### src/sut_pkg.sv
package sut_pkg;

  // ==========================================================================
  // Register map, byte addresses on the APB
  localparam logic [7:0] STATUS_OFFSET  = 8'h00;
  localparam logic [7:0] COMMAND_OFFSET = 8'h04;
  localparam logic [7:0] CONFIG_OFFSET  = 8'h08;
  localparam logic [7:0] IRQ_STAT_OFFSET = 8'h0C;
  localparam logic [7:0] IRQ_MASK_OFFSET = 8'h10;

  // ==========================================================================
  // Status word bit positions
  localparam int READY_BIT   = 0;
  localparam int ABORT_BIT   = 1;
  localparam int CALLER_BIT  = 2;
  localparam int CARRIER_BIT = 3;
  localparam int PROGRESS_BIT = 4;
  localparam int FAX_BIT     = 5;
  localparam int SIGNAL_BIT  = 6;
  localparam int FAULT_BIT   = 7;
  localparam int BUSY_BIT    = 8;
  localparam int KEYPAD_BIT  = 9;
  localparam int ALERT_BIT   = 10;
  localparam int GAP_BIT     = 11;
  localparam int VOICE_BIT   = 12;
  localparam int QUEUE_BIT   = 13;
  localparam int PERIPH_BIT  = 14;
  localparam int FLAG_COUNT  = 15;

  // Command word fields.
  localparam int CMD_START_BIT = 0;
  localparam int CMD_CLEAR_LSB = 16;

  // Configuration word fields.
  localparam int CFG_SPEAKER_BIT = 0;
  localparam int CFG_ONHOOK_BIT  = 1;

  // Event ids for the interrupt status word.
  localparam int EVT_READY_BIT  = 0;
  localparam int EVT_DONE_BIT   = 1;
  localparam int EVT_ALERT_BIT  = 2;

  // ==========================================================================
  // Reset values
  localparam logic [FLAG_COUNT-1:0] STATUS_RESET = 15'h0001;
  localparam logic [1:0]            CONFIG_RESET = 2'h0;
  localparam logic [2:0]            IRQ_RESET    = 3'h0;

  // ==========================================================================
  // Timing
  localparam int CLOCK_MHZ         = 100;
  localparam int ACCEPT_US         = 150;
  localparam int ACCEPT_SPK_US     = 250;
  localparam int GAP_ONHOOK_MS     = 16;
  localparam int GAP_OFFHOOK_MS    = 50;
  localparam int ACCEPT_CYCLES     = ACCEPT_US * CLOCK_MHZ;
  localparam int ACCEPT_SPK_CYCLES = ACCEPT_SPK_US * CLOCK_MHZ;
  localparam int GAP_ONHOOK_CYCLES  = GAP_ONHOOK_MS * 1000 * CLOCK_MHZ;
  localparam int GAP_OFFHOOK_CYCLES = GAP_OFFHOOK_MS * 1000 * CLOCK_MHZ;
  localparam int COUNT_WIDTH        = 23;

  typedef enum logic [2:0] {
    ST_IDLE   = 3'b001,
    ST_ACCEPT = 3'b010,
    ST_APPLY  = 3'b100
  } sut_state_t;

endpackage : sut_pkg

### src/sut_status_update.sv
// The APB interface to the registers and the register addresses were decided locally.
`timescale 1ns/1ns
`default_nettype none
// What this block does
// Status bits change only on an internal event or a host command.
// Immediate-class changes take effect in the cycle the command is written.
// Acceptance-class changes apply within 150 us after the command.
// With speakerphone enabled the acceptance bound becomes 250 us.
// Event-class changes follow their event only, not command timing.
// Ready sets on acceptance, clears at once; busy sets on acceptance, clears on event.
// Abort, caller data, fax tone, fault set on events, clear on acceptance.
// Carrier to voice flags set on event, clear on event end or acceptance; the code follows the level only, so acceptance never clears them.
// Queue-empty follows events only; peripheral sets on event, clears on acceptance.
// On-hook gap selection accepts alert-tone gaps of 16 ms or more.
// Off-hook operation requires alert-tone gaps of at least 50 ms.
// Reading the status word returns all flags and changes nothing.
module sut_status_update
  import sut_pkg::*;
#(
  parameter int ACCEPT_DELAY     = ACCEPT_CYCLES,
  parameter int ACCEPT_SPK_DELAY = ACCEPT_SPK_CYCLES,
  parameter int GAP_ON_DELAY     = GAP_ONHOOK_CYCLES,
  parameter int GAP_OFF_DELAY    = GAP_OFFHOOK_CYCLES
) (
  // Clock and reset.
  input  wire logic        clock,
  input  wire logic        reset,
  // APB slave.
  input  wire logic        psel,
  input  wire logic        penable,
  input  wire logic        pwrite,
  input  wire logic [7:0]  paddr,
  input  wire logic [31:0] pwdata,
  output logic      [31:0] prdata,
  output logic             pready,
  output logic             pslverr,
  // Event pulses that set flags or clear the busy flag.
  input  wire logic        abortEvent,
  input  wire logic        callerDataEvent,
  input  wire logic        faxToneEvent,
  input  wire logic        faultEvent,
  input  wire logic        doneEvent,
  input  wire logic        peripheralEvent,
  // Event levels that follow detectors.
  input  wire logic        carrierLevel,
  input  wire logic        progressLevel,
  input  wire logic        signalLevel,
  input  wire logic        keypadLevel,
  input  wire logic        alertToneSegment,
  input  wire logic        voiceLevel,
  input  wire logic        queueEmptyLevel,
  // Interrupt.
  output logic             irq
);

  // ==========================================================================
  // Registers
  logic [FLAG_COUNT-1:0] status_reg;
  logic [FLAG_COUNT-1:0] status_next;
  logic [FLAG_COUNT-1:0] pendClear_reg;
  logic [1:0]            config_reg;
  logic [2:0]            irqStat_reg;
  logic [2:0]            irqMask_reg;
  logic [COUNT_WIDTH-1:0] delay_reg;
  sut_state_t            state_reg;
  sut_state_t            state_next;
  logic                  gapAccepted;
  logic                  gapSeen_reg;
  logic                  alertValid_reg;

  // ==========================================================================
  // Bus decode; the slave answers in the first access cycle.
  logic accessPhase;
  logic busWrite;
  logic busRead;
  logic hitStatus;
  logic hitCommand;
  logic hitConfig;
  logic hitIrqStat;
  logic hitIrqMask;
  logic hitAny;
  logic cmdWrite;
  logic cmdStart;
  logic [FLAG_COUNT-1:0] cmdClear;
  logic [31:0] readData;

  assign accessPhase = psel && penable;
  assign busWrite    = accessPhase && pwrite;
  assign busRead     = accessPhase && !pwrite;
  assign hitStatus   = paddr == STATUS_OFFSET;
  assign hitCommand  = paddr == COMMAND_OFFSET;
  assign hitConfig   = paddr == CONFIG_OFFSET;
  assign hitIrqStat  = paddr == IRQ_STAT_OFFSET;
  assign hitIrqMask  = paddr == IRQ_MASK_OFFSET;
  assign hitAny      = hitStatus || hitCommand || hitConfig || hitIrqStat || hitIrqMask;

  // A command is refused while one is still waiting for acceptance.
  assign cmdWrite = busWrite && hitCommand && (state_reg == ST_IDLE);
  assign cmdStart = cmdWrite && pwdata[CMD_START_BIT];
  assign cmdClear = pwdata[CMD_CLEAR_LSB +: FLAG_COUNT];

  // Status reads have no side effect on any flag.
  assign readData = hitStatus  ? {17'h0_0000, status_reg} :
                    hitConfig  ? {30'h0000_0000, config_reg} :
                    hitIrqStat ? {29'h0000_0000, irqStat_reg} :
                    hitIrqMask ? {29'h0000_0000, irqMask_reg} : 32'h0000_0000;

  always_ff @(posedge clock) begin
    if (reset) begin
      prdata  <= 32'h0000_0000;
      pready  <= 1'b0;
      pslverr <= 1'b0;
    end else begin
      pready  <= psel && !penable;
      pslverr <= psel && !penable && !hitAny;
      prdata  <= (psel && !penable && !pwrite) ? readData : prdata;
    end
  end

  // ==========================================================================
  // Acceptance sequencer: the command waits its acceptance delay, which the
  // speakerphone mode lengthens; a constant delay keeps the bound exact.
  logic [COUNT_WIDTH-1:0] acceptLimit;
  logic                   accepted;

  assign acceptLimit = config_reg[CFG_SPEAKER_BIT] ? COUNT_WIDTH'(ACCEPT_SPK_DELAY)
                                                   : COUNT_WIDTH'(ACCEPT_DELAY);
  // The apply cycle follows acceptance, so the count stops two short of the limit.
  assign accepted    = (state_reg == ST_ACCEPT) && (delay_reg + 2'd2 >= acceptLimit);

  always_comb begin
    state_next = state_reg;
    case (state_reg)
      ST_IDLE:   if (cmdWrite) state_next = ST_ACCEPT;
      ST_ACCEPT: if (accepted) state_next = ST_APPLY;
      ST_APPLY:  state_next = ST_IDLE;
      default:   state_next = ST_IDLE;
    endcase
  end

  logic                  startPend_reg;
  logic                  applyNow;
  assign applyNow = state_reg == ST_APPLY;

  always_ff @(posedge clock) begin
    if (reset) begin
      state_reg     <= ST_IDLE;
      delay_reg     <= '0;
      pendClear_reg <= '0;
      startPend_reg <= 1'b0;
    end else begin
      state_reg <= state_next;
      delay_reg <= (state_reg == ST_ACCEPT) ? delay_reg + 1'b1 : '0;
      if (cmdWrite) begin
        pendClear_reg <= cmdClear;
        startPend_reg <= cmdStart;
      end
    end
  end

  // ==========================================================================
  // Alert tone qualification by gap length.
  sut_gap_filter #(
    .GAP_ON_CYCLES  (GAP_ON_DELAY),
    .GAP_OFF_CYCLES (GAP_OFF_DELAY)
  ) gapFilter (
    .clock           (clock),
    .reset           (reset),
    .onhookGapSelect (config_reg[CFG_ONHOOK_BIT]),
    .toneSegment     (alertToneSegment),
    .gapAccepted     (gapAccepted)
  );

  logic alertRise;
  // A gap of exactly the limit qualifies, so the filter output is taken as it stands.
  assign alertRise = alertToneSegment && (gapSeen_reg || gapAccepted) && !alertValid_reg;

  always_ff @(posedge clock) begin
    if (reset) begin
      gapSeen_reg    <= 1'b0;
      alertValid_reg <= 1'b0;
    end else begin
      gapSeen_reg    <= gapAccepted ? 1'b1 : (alertToneSegment ? 1'b0 : gapSeen_reg);
      alertValid_reg <= alertToneSegment;
    end
  end

  // ==========================================================================
  // Flag update: every change has an event or a command behind it.
  logic [FLAG_COUNT-1:0] setEvent;
  logic [FLAG_COUNT-1:0] levelMask;
  logic [FLAG_COUNT-1:0] levelValue;
  logic [FLAG_COUNT-1:0] acceptClr;

  assign setEvent = FLAG_COUNT'({peripheralEvent, 6'h00, faultEvent, 1'b0, faxToneEvent,
                                 2'h0, callerDataEvent, abortEvent, 1'b0}) << 0;
  assign levelMask  = 15'h3E58;
  assign levelValue = {1'b0, queueEmptyLevel, voiceLevel, gapAccepted, alertRise,
                       keypadLevel, 2'h0, signalLevel, 1'b0, progressLevel,
                       carrierLevel, 3'h0};
  assign acceptClr  = applyNow ? (pendClear_reg & ~(15'h2000)) : '0;

  always_comb begin
    status_next = status_reg;
    status_next = status_next & ~acceptClr;
    status_next = (status_next & ~levelMask) | (levelValue & levelMask) |
                  (status_next & levelMask & ~acceptClr & levelValue);
    status_next = status_next | setEvent;
    if (cmdWrite) begin
      status_next[READY_BIT] = 1'b0;
    end
    if (applyNow) begin
      status_next[READY_BIT] = 1'b1;
      status_next[BUSY_BIT]  = status_next[BUSY_BIT] | startPend_reg;
    end
    if (doneEvent) begin
      status_next[BUSY_BIT] = 1'b0;
    end
  end

  always_ff @(posedge clock) begin
    if (reset) begin
      status_reg <= STATUS_RESET;
    end else begin
      status_reg <= status_next;
    end
  end

  // ==========================================================================
  // Configuration and interrupts; a new event wins over a clearing write.
  logic [2:0] irqEvents;
  assign irqEvents = {alertRise, doneEvent, applyNow};

  always_ff @(posedge clock) begin
    if (reset) begin
      config_reg  <= CONFIG_RESET;
      irqStat_reg <= IRQ_RESET;
      irqMask_reg <= IRQ_RESET;
      irq         <= 1'b0;
    end else begin
      if (busWrite && hitConfig) begin
        config_reg <= pwdata[1:0];
      end
      if (busWrite && hitIrqMask) begin
        irqMask_reg <= pwdata[2:0];
      end
      irqStat_reg <= (irqStat_reg & ~((busWrite && hitIrqStat) ? pwdata[2:0] : 3'h0))
                     | irqEvents;
      irq <= |(irqStat_reg & irqMask_reg);
    end
  end

endmodule : sut_status_update
`default_nettype wire

### src/sut_gap_filter.sv
`timescale 1ns/1ns
`default_nettype none
module sut_gap_filter
  import sut_pkg::*;
#(
  parameter int GAP_ON_CYCLES  = GAP_ONHOOK_CYCLES,
  parameter int GAP_OFF_CYCLES = GAP_OFFHOOK_CYCLES
) (
  // Clock and reset.
  input  wire logic clock,
  input  wire logic reset,
  // Control.
  input  wire logic onhookGapSelect,
  // Raw tone segment from the detector and qualified gap.
  input  wire logic toneSegment,
  output logic      gapAccepted
);

  // ==========================================================================
  // Silence between segments counts only when long enough for the hook mode.
  logic [COUNT_WIDTH-1:0] silenceCount_reg;
  logic [COUNT_WIDTH-1:0] gapLimit;

  assign gapLimit = onhookGapSelect ? COUNT_WIDTH'(GAP_ON_CYCLES)
                                    : COUNT_WIDTH'(GAP_OFF_CYCLES);

  always_ff @(posedge clock) begin
    if (reset || toneSegment) begin
      silenceCount_reg <= '0;
      gapAccepted      <= 1'b0;
    end else begin
      if (silenceCount_reg < gapLimit) begin
        silenceCount_reg <= silenceCount_reg + 1'b1;
      end
      gapAccepted <= (silenceCount_reg + 1'b1) >= gapLimit;
    end
  end

endmodule : sut_gap_filter
`default_nettype wire

### config.mk
export PLATFORM = sky130hd
export DESIGN_NAME = sut_status_update
export DESIGN_NICKNAME = d
export VERILOG_FILES = /design/src/sut_pkg.sv /design/src/sut_status_update.sv /design/src/sut_gap_filter.sv
export SDC_FILE = /design/constraint.sdc
export NUM_CORES = 1
export LEC_CHECK = 0
export BUFFER_PORTS_ARGS = -buffer_cell sky130_fd_sc_hd__buf_2
export CAP_MARGIN = 10
export CORE_ASPECT_RATIO = 0.8
export CORE_MARGIN = 2
export CORE_UTILIZATION = 50
export CTS_CLUSTER_DIAMETER = 120
export DETAILED_ROUTE_END_ITERATION = 10
export HOLD_SLACK_MARGIN = 0.08
export PLACE_DENSITY = 0.71
export SETUP_SLACK_MARGIN = 0.1
export SKIP_CTS_REPAIR_TIMING = 1
export SLEW_MARGIN = 20
export SYNTH_ARGS = -nofsm -noshare
export SYNTH_HDL_FRONTEND = slang
export SYNTH_SLANG_ARGS = --single-unit
### constraint.sdc
create_clock -name clock -period 8 [get_ports clock]
set_input_delay 0.4 -clock clock [delete_from_list [all_inputs] [get_ports clock]]
set_output_delay 0.4 -clock clock [all_outputs]
set_load 0.02 [all_outputs]
==> results of run 1 <==
## kinds of logic (layout without fill, tap and decap cells)
kind of cell | after synthesis | after routing | synth area share, %
compound gates | 87 | 87 | 10.8
xor+xnor | 66 | 66 | 10.8
fa+ha+maj | 23 | 23 | 5.36
buf+inv | 72 | 80 | 6.66
flops | 100 | 100 | 37.3
mux | 9 | 9 | 1.70
other cells | 1 | 17 | 0.0698
simple gates | 295 | 295 | 27.4
## layout by cell type (no fill, tap or decap), types with 5 or more instances in the layout
cell type and instances:
buf_2 52, nor3_1 19, nor2_1 96, xor2_1 42
and3_1 14, clkbuf_16 9, mux2i_1 8, nor2b_1 10
ha_1 23, dfxtp_1 100, inv_1 11, o21ai_0 13
or3_1 7, nand3_1 29, xnor2_1 24, conb_1 17
nor4_1 5, a22oi_1 14, nand2_1 63, nand4_1 17
a21oi_1 24
## through the flow
| step | hold slack [ps] | std cells | worst slack (ps) | total power (W) |
|---|---|---|---|---|
| after floorplan | 379 | 669 | 5330 | 0.000547 |
| after global placement | 409 | 801 | 5040 | 0.000555 |
| after detailed placement | 415 | 801 | 5000 | 0.000555 |
| after CTS | 234 | 817 | 4960 | 0.000982 |
| after global routing | 245 | 817 | 4700 | 0.00101 |
| final | 241 | 817 | 4950 | 0.000971 |
## worst register-to-register path, cell delays in order (launching register included)
cell	delay, ps
dfxtp_1	550
nand4_2	230
or4_4	620
nor3_2	270
and3_2	270
nand3_1	100
xnor2_1	150
ha_1	300
nand3_1	70
or3_1	300
o22ai_1	130
## worst max path at each step
stage | start | endpoint | cells past startpoint
CTS | config_reg[1] | gapFilter.silenceCount_reg[22] | 10
global placement | gapFilter.silenceCount_reg[0] | gapFilter.gapAccepted | 12
global route | gapFilter.silenceCount_reg[10] | gapFilter.gapAccepted | 10
finish | gapFilter.silenceCount_reg[10] | gapFilter.gapAccepted | 10
floorplan | gapFilter.silenceCount_reg[12] | gapFilter.gapAccepted | 11
detailed placement | gapFilter.silenceCount_reg[10] | gapFilter.gapAccepted | 10
## area by class of cell
| class | count | area [um2] |
|---|---|---|
| flip-flops and latches | 100 | 2000 |
| fillers | 918 | 4510 |
| inverters | 11 | 41.3 |
| multi-input cells | 497 | 3080 |
| clock inverters | 7 | 67.6 |
| well taps | 140 | 175 |
| repair buffers | 53 | 268 |
| clock buffers | 9 | 225 |
## power breakdown
group | switching [W] | internal, W | leakage [nW]
sequential | 0.00000312 | 0.000503 | 0.810
combinational | 0.0000252 | 0.0000123 | 1.35
clock | 0.000208 | 0.000219 | 0.145
total | 0.000236 | 0.000735 | 2.31
## layer usage
layer | vias up | share of wire (%)
met4 | 0 | 1.2
met2 | 98 | 44
met5 | - | 0
li1 | 2263 | -
met1 | 2015 | 51
met3 | 12 | 4.2
==> impl_results.md, run 1 <==
- Status: completed
- Cell taking the most area after synthesis: dfxtp_1
- P&R area growth vs syn: 9.01%
- Tot GR Track Use: 19.4%
- Clk pin slew, worst setup/hold paths: 80 ps
- Total negative slack: 0 ps
- Sink Count: 100
- CTS buffer count: 9
- Final hold violation count: 0
- Yosys warning count: 0
- Drt initial violations: 257
- First-pass GRT wire length: 18800 um
- Die X: 120 um
- Die area: 0.0116 mm2
- EDFF count, synth: 0
- Static Leakage: 2.31 nW
- Worst-case clock buffer depth: 2
- Final instance area: 0.00586 mm2
- Ys async rst share: 0%
- Std-Cell Rows: 33
- Antenna Cells: 0
- Initial Utilization: 51.8%
- Yosys top cell area share: 37.3%
- RSZ-0062 raised after global routing: no
- Max Clock Freq: 0.328 GHz
- Synth Instances: 653
- Worst skew pair latency: 350 ps
- Slowest stage cell on the critical path: or4_4
- CP delay by family, top: simple AND/OR/NAND/NOR gates
- CP Capture Type: flip-flop
- DR pass1 iterations: 4
- DRC Markers: 0
- Final setup viols: 0
- Vias post-DR: 4388
- Reg2Reg Setup Slack: 4950 ps
- Initial antenna violation count: 0
- Hold endpoint: status_reg[8]
- Fin crit share: 38.1%
- Hold path depth: 2
- R2R Path End: gapFilter.gapAccepted
- Met2 Usage GRT: 30.5%
- DRT antenna net count: 0
- Required time worst endpoint: 8270 ps
- GR Layer Usage met3: 3.60%
- Boundary Pins: 93
- Most frequent cell after synthesis: dfxtp_1
- Top cells by area, synth: dfxtp_1 37%, xor2_1 6.8%, nor2_1 6.7%
- Worst R2R Start: gapFilter.silenceCount_reg[10]
- Core area: 0.0104 mm2
- Vias in the first global route: 4056
- H-tree levels: 3
- Tmin final: 3050 ps
- Post-Route WL: 11000 um
- Die H: 96.7 um
- DP Area: 0.00556 mm2
- Utilization after layout: 56.5%
- Pwr dens: 166 mW/mm2
- R2R depth: 10
- Slew headroom: 39.7%
- Via density: 5.37
- Final slew viol count: 0
- Gpl congestion: 0.899
- Fin nets: 753
- Routed WL per cell: 13.4 um
- Seq/Total Area, Yosys: 37.3%
- Avg Inst Size Synth: 8.23 um2
- Hold wc startpoint: doneEvent
- WS Path Type: reg -> reg
- CTS tree: built
- Worst EP arrival: 3320 ps
- Mapped Area: 0.00537 mm2
- M1 GR Usage: 27.2%
- Grt peak-use layer: met2
- Most used DFF post-synth: dfxtp_1
- CP cell instances: nand4_2, or4_4, nor3_2, and3_2, nand3_1, xnor2_1, ha_1, nand3_1, or3_1, o22ai_1
- Post-DP HPWL: 7800 um
- Worst-margin pin slew: 905 ps
- #FFs+latches synth: 100
- Largest net degree at the start of global routing: 54
- Count of different cell masters after synthesis: 65
- Max rail drop VDD: 134 uV
- CP dominant cell by count: nand3_1
- Max incr delay on CP: 620 ps
- # Max-Cap Violations: 0
- Clock skew: 8.07 ps
- Share of layout cells above drive strength 1: 12.3%
- Crit Path Max Fanout: 10
- IO buf count: 52
- Hold Path Class: in -> reg
- GRT overflow: 0
- Top cells by count, synth: 100 x dfxtp_1, 96 x nor2_1, 63 x nand2_1, 42 x xor2_1, 29 x nand3_1
- WP buf/inv: 0
- CTS Root Cell: clkbuf_16
- Crit path launch type: flip-flop
(Power assumes the default switching activity.)
==> run 2: changes to the inputs <==
==> constraint.sdc (replaced) <==
create_clock -name clock -period 3.04 [get_ports clock]
set_input_delay 0.152 -clock clock [delete_from_list [all_inputs] [get_ports clock]]
set_output_delay 0.152 -clock clock [all_outputs]
set_load 0.02 [all_outputs]
==> run 2 against run 1 <==
Clock skew up 0.96 ps. Critical path depth unchanged. Total power grew to 2.6 times the previous value. Sequential share of layout area decreased by 1.5 points. Critical endpoint unchanged. Non-clock buffer count is 31 higher. Final cell count up 3.8%.
==> impl_results.md, run 2 (same netlist as run 1, synthesis figures left out) <==
- Slowest stage cell on the critical path: or4_4
- IO buf count: 52
- P&R area growth vs syn: 14.1%
- Inst Count DP: 815
- Gpl congestion: 0.866
- Clock skew: 9.03 ps
- DRT antenna net count: 0
- CP cell instances: nand4_2, or4_4, nor3_4, and3_2, nand3_1, xnor2_1, ha_1, nand3_1, or3_1, o22ai_1
- WS Path Type: reg -> reg
- Slew headroom: 44.5%
- Crit Path Max Fanout: 8
- WP buf/inv: 0
- Initial Utilization: 51.8%
- Via density: 5.47
- Required time worst endpoint: 3310 ps
- Worst EP arrival: 3040 ps
- Boundary Pins: 93
- GRT overflow: 0
- Tot GR Track Use: 20.5%
- Sink Count: 100
- Antenna Cells: 0
- Setup crit start: gapFilter.silenceCount_reg[12]
- Worst-margin pin slew: 832 ps
- Post-DP HPWL: 8260 um
- Max rail drop VDD: 286 uV
- Die area: 0.0116 mm2
- Max Clock Freq: 0.361 GHz
- Final slew viol count: 0
- Largest net degree at the start of global routing: 52
- Drt initial violations: 305
- CP Capture Type: flip-flop
- Total negative slack: 0 ps
- CP delay by family, top: simple AND/OR/NAND/NOR gates
- Post-Route WL: 11800 um
- Final setup viols: 0
- # Max-Cap Violations: 0
- Std-Cell Rows: 33
- Fin crit share: 91.2%
- Most frequent cells in the layout: 97 x dfxtp_1, 96 x nor2_1, 63 x nand2_1
- Share of layout cells above drive strength 1: 13.8%
- Worst-case clock buffer depth: 2
- Die X: 120 um
- First-pass GRT wire length: 19900 um
- DR pass1 iterations: 4
- Routed WL per cell: 13.9 um
- Static Leakage: 2.46 nW
- Clk pin slew, worst setup/hold paths: 70 ps
- Final hold violation count: 0
- Worst R2R Start: gapFilter.silenceCount_reg[12]
- Die H: 96.7 um
- RSZ-0062 raised after global routing: no
- Final cell count without fillers: 848
- Tmin final: 2770 ps
- CTS tree: built
- CTS buffer count: 9
- Hold wc startpoint: pwdata[24]
- Fin nets: 784
- Vias post-DR: 4637
- H-tree levels: 3
- Commonest non-fill, non-tap cell in the layout: dfxtp_1
- Worst skew pair latency: 340 ps
- Crit path launch type: flip-flop
- Vias in the first global route: 4377
- Status: completed
- Core area: 0.0104 mm2
- Hold Path Class: in -> reg
- Max incr delay on CP: 600 ps
- CTS Root Cell: clkbuf_16
- CP dominant cell by count: nand3_1
- DRC Markers: 0
- Initial antenna violation count: 0
- Pwr dens: 417 mW/mm2
## run 2: changes by cell type in the layout (fill, tap and decap cells not counted), sizes merged
cell         previous run  this run
dlygate4sd3             0        17
clkbuf                  9        10
clkinv                  3         1
buf                    53        67
inv                    15        14
clkinvlp                0         2
## run 2: area by class of cell
cell class / count / area (um2)
Sequential cell: 100 / 2010
Multi-Input combinational cell: 497 / 3080
Tap cell: 140 / 175
Fill cell: 912 / 4240
Inverter: 11 / 41.3
Clock inverter: 6 / 55.1
Clock buffer: 10 / 229
Timing Repair Buffer: 84 / 543
## run 2: path summary, 6_finish.rpt
path	cells after the start	slack (ps)	endpoint
max	10	270	gapFilter.gapAccepted
min	3	80	pendClear_reg[8]
max reg2reg	10	270	gapFilter.gapAccepted
min reg2reg	1	450	status_reg[10]
## run 2: routing by layer
layer / track usage (%) / part of all wire [%] / vias up
met4: 6.88 / 1.7 / 0
met5: 0 / 0 / -
met1: 28.5 / 49 / 2164
li1: - / - / 2321
met3: 4.78 / 5.0 / 15
met2: 31.3 / 44 / 137
## run 2: tightest hold or removal path, delay by kind of cell
kind	cells	cell delay, ps
buffers and inverters	1	110
and+or+nand+nor	1	60
AOI/OAI and AO/OA	1	60
## run 2: per-stage QoR
stage | hold WS (ps) | power [W] | setup slack (ps) | cell area [um2] | utilization (%)
floorplan | 231 | 0.00144 | 370 | 5430 | -
global placement | 346 | 0.00146 | 221 | 5660 | 54.6
detailed placement | 351 | 0.00147 | 164 | 5660 | 54.6
CTS | -7.33 | 0.00256 | 140 | 5950 | 57.4
global route | 85.6 | 0.00266 | 106 | 6130 | 59.1
finish | 80.2 | 0.00256 | 268 | 6130 | 59.1
## run 2: where the power goes
| group | internal, W | switching, W | total (W) |
|---|---|---|---|
| Combinational | 0.0000488 | 0.0000743 | 0.000123 |
| Clock | 0.000572 | 0.000532 | 0.00110 |
| Sequential | 0.00132 | 0.00000656 | 0.00133 |
==> run 3: changes to the inputs <==
--- a/config.mk
+++ b/config.mk
@@ -19,4 +19,5 @@
 export SLEW_MARGIN = 20
 export SYNTH_ARGS = -nofsm -noshare
 export SYNTH_HDL_FRONTEND = slang
+export SYNTH_HIERARCHICAL = 1
 export SYNTH_SLANG_ARGS = --single-unit
==> run 3 against run 2 <==
Maximum frequency fell by 0.15%. Worst hold slack lost 2.5 ps. Critical path type unchanged. Largest power group unchanged. Area after synthesis increased by 1.7%. Synthesized cell count up 0.31%. Via count rose by 0.75%. Total power up 2.1%.
==> impl_results.md, run 3 <==
- Most frequent cells in the layout: 97 x dfxtp_1, 83 x nor2_1, 65 x nand2_1
- Pwr dens: 418 mW/mm2
- Die H: 97.5 um
- Worst-margin pin slew: 1050 ps
- # Max-Cap Violations: 0
- Compound-Gate Fraction of Synth Area: 10.0%
- Grt peak-use layer: met2
- #FFs+latches synth: 100
- Most frequent cell after synthesis: dfxtp_1
- Vias post-DR: 4672
- Sink Count: 100
- IO buf count: 52
- WS Path Type: reg -> reg
- Largest family of logic cells by synthesized area: simple AND/OR/NAND/NOR gates
- Worst EP arrival: 2990 ps
- Synth Area in Adders: 5.27%
- CTS tree: built
- Core area: 0.0108 mm2
- Initial antenna violation count: 1
- Top cells by count, synth: 100 x dfxtp_1, 84 x nor2_1, 65 x nand2_1, 43 x xor2_1, 38 x a21oi_1
- Yosys warning count: 6
- Max rail drop VDD: 285 uV
- Count of different cell masters after synthesis: 67
- Mux cell area share after synthesis: 2.75%
- Crit Path Max Fanout: 8
- Via density: 5.43
- CTS Root Cell: clkbuf_16
- DR pass1 iterations: 5
- CP Capture Type: flip-flop
- Avg Inst Size Synth: 8.34 um2
- M1 GR Usage: 27.5%
- Std-Cell Rows: 34
- GR Layer Usage met3: 5.28%
- Hold wc startpoint: pwdata[2]
- Largest net degree at the start of global routing: 50
- Most used DFF post-synth: dfxtp_1
- Cell taking the most area after synthesis: dfxtp_1
- DRC Markers: 0
- Tot GR Track Use: 20.4%
- Final hold violation count: 0
- Worst-case clock buffer depth: 2
- Clock skew: 7.00 ps
- Gpl congestion: 0.856
- Seq/Total Area, Yosys: 36.6%
- Ys async rst share: 0%
- Routed WL per cell: 13.8 um
- Yosys top cell area share: 36.6%
- Slew headroom: 29.8%
- CTS buffer count: 9
- Tmin final: 2780 ps
- Fin nets: 792
- Final setup viols: 0
- Simple-gate area share of the yosys netlist: 28.0%
- Vias in the first global route: 4290
- Final instance area: 0.00625 mm2
- Worst R2R Start: gapFilter/silenceCount_reg[2]
- Hold Path Class: in -> reg
- Crit path launch type: flip-flop
- Synth Instances: 655
- Worst skew pair latency: 350 ps
- Commonest non-fill, non-tap cell in the layout: dfxtp_1
- Mapped Area: 0.00546 mm2
- EDFF count, synth: 0
- RSZ-0062 raised after global routing: no
- Post-DP HPWL: 8510 um
- Min setup slack post-route: 263 ps
- Max Clock Freq: 0.360 GHz
- Required time worst endpoint: 3250 ps
- Static Leakage: 2.44 nW
- P&R area growth vs syn: 14.5%
- Top cells by area, synth: dfxtp_1 37%, xor2_1 6.9%, nor2_1 5.8%
- Boundary Pins: 93
- Post-Route WL: 11900 um
- Met2 Usage GRT: 32.1%
- Initial Utilization: 50.8%
- Clk pin slew, worst setup/hold paths: 70 ps
- Final slew viol count: 0
- Die X: 121 um
- Total negative slack: 0 ps
- Status: completed
- First-pass GRT wire length: 19600 um
- Setup crit start: gapFilter/silenceCount_reg[2]
- Overall Power: 0.00261 W
- DP Worst Slack: 184 ps
- Fin crit share: 91.3%
- Utilization after layout: 58.1%
- Share of layout cells above drive strength 1: 16.1%
- GRT overflow: 0
- H-tree levels: 3
- DRT antenna net count: 0
- XOR/XNOR share of the synthesized area: 10.4%
- Die area: 0.0118 mm2
- DP Area: 0.00573 mm2
- Drt initial violations: 294
## run 3: per-stage QoR
step | std cells | hold WS, ps
6_report | 861 | 77.7
2_1_floorplan | 671 | 227
4_1_cts | 841 | -20.8
3_3_place_gp | 825 | 364
3_5_place_dp | 825 | 359
5_1_grt | 861 | 93.6
## run 3: path summary, 6_finish.rpt
check / slack, ps / depth (start not counted) / end
worst min-delay path: 80 / 3 / irqMask_reg[2]
worst max-delay path: 260 / 10 / gapFilter/gapAccepted
worst min register to register: 420 / 1 / status_reg[10]
worst max register to register: 260 / 10 / gapFilter/gapAccepted
## run 3: critical path: stages (launching register included)
cell	delay [ps]
dfxtp_1	480
and4_1	300
nand2_1	180
nor3_1	290
xor2_1	220
ha_1	300
nand2_1	80
o21ai_0	60
and2_1	180
o41ai_1	400
a311oi_1	180
## run 3: logic make-up after synthesis
kind of cell / count (synthesis)
adders and majority gates: 23
and+or+nand+nor: 295
DFF: 100
other: 1
muxes: 15
xor gates and xnor gates: 65
AOI/OAI and AO/OA: 89
buffers and inverters: 67
## run 3: area by class of cell
cell class / count / area [um2]
diodes: 1 / 2.50
multi-input cells: 504 / 3150
repair buffers: 85 / 556
fillers: 969 / 4510
clock inverters: 7 / 91.3
clock buffers: 9 / 225
flip-flops and latches: 100 / 2010
inverters: 11 / 41.3
well taps: 144 / 180
## run 3: metal layers
metal  part of all wire [%]  vias to the layer above
met1                     47                     2201
met5                      0                        -
li1                       -                     2342
met4                    1.3                        0
met3                    5.8                       11
met2                     46                      118
## run 3: power by group
part	total, W	internal [W]	switching (W)	leakage, nW
combinational	0.000118	0.0000472	0.0000705	1.48
sequential	0.00133	0.00132	0.00000899	0.811
clock	0.00116	0.000594	0.000567	0.152
total	0.00261	0.00197	0.000647	2.44
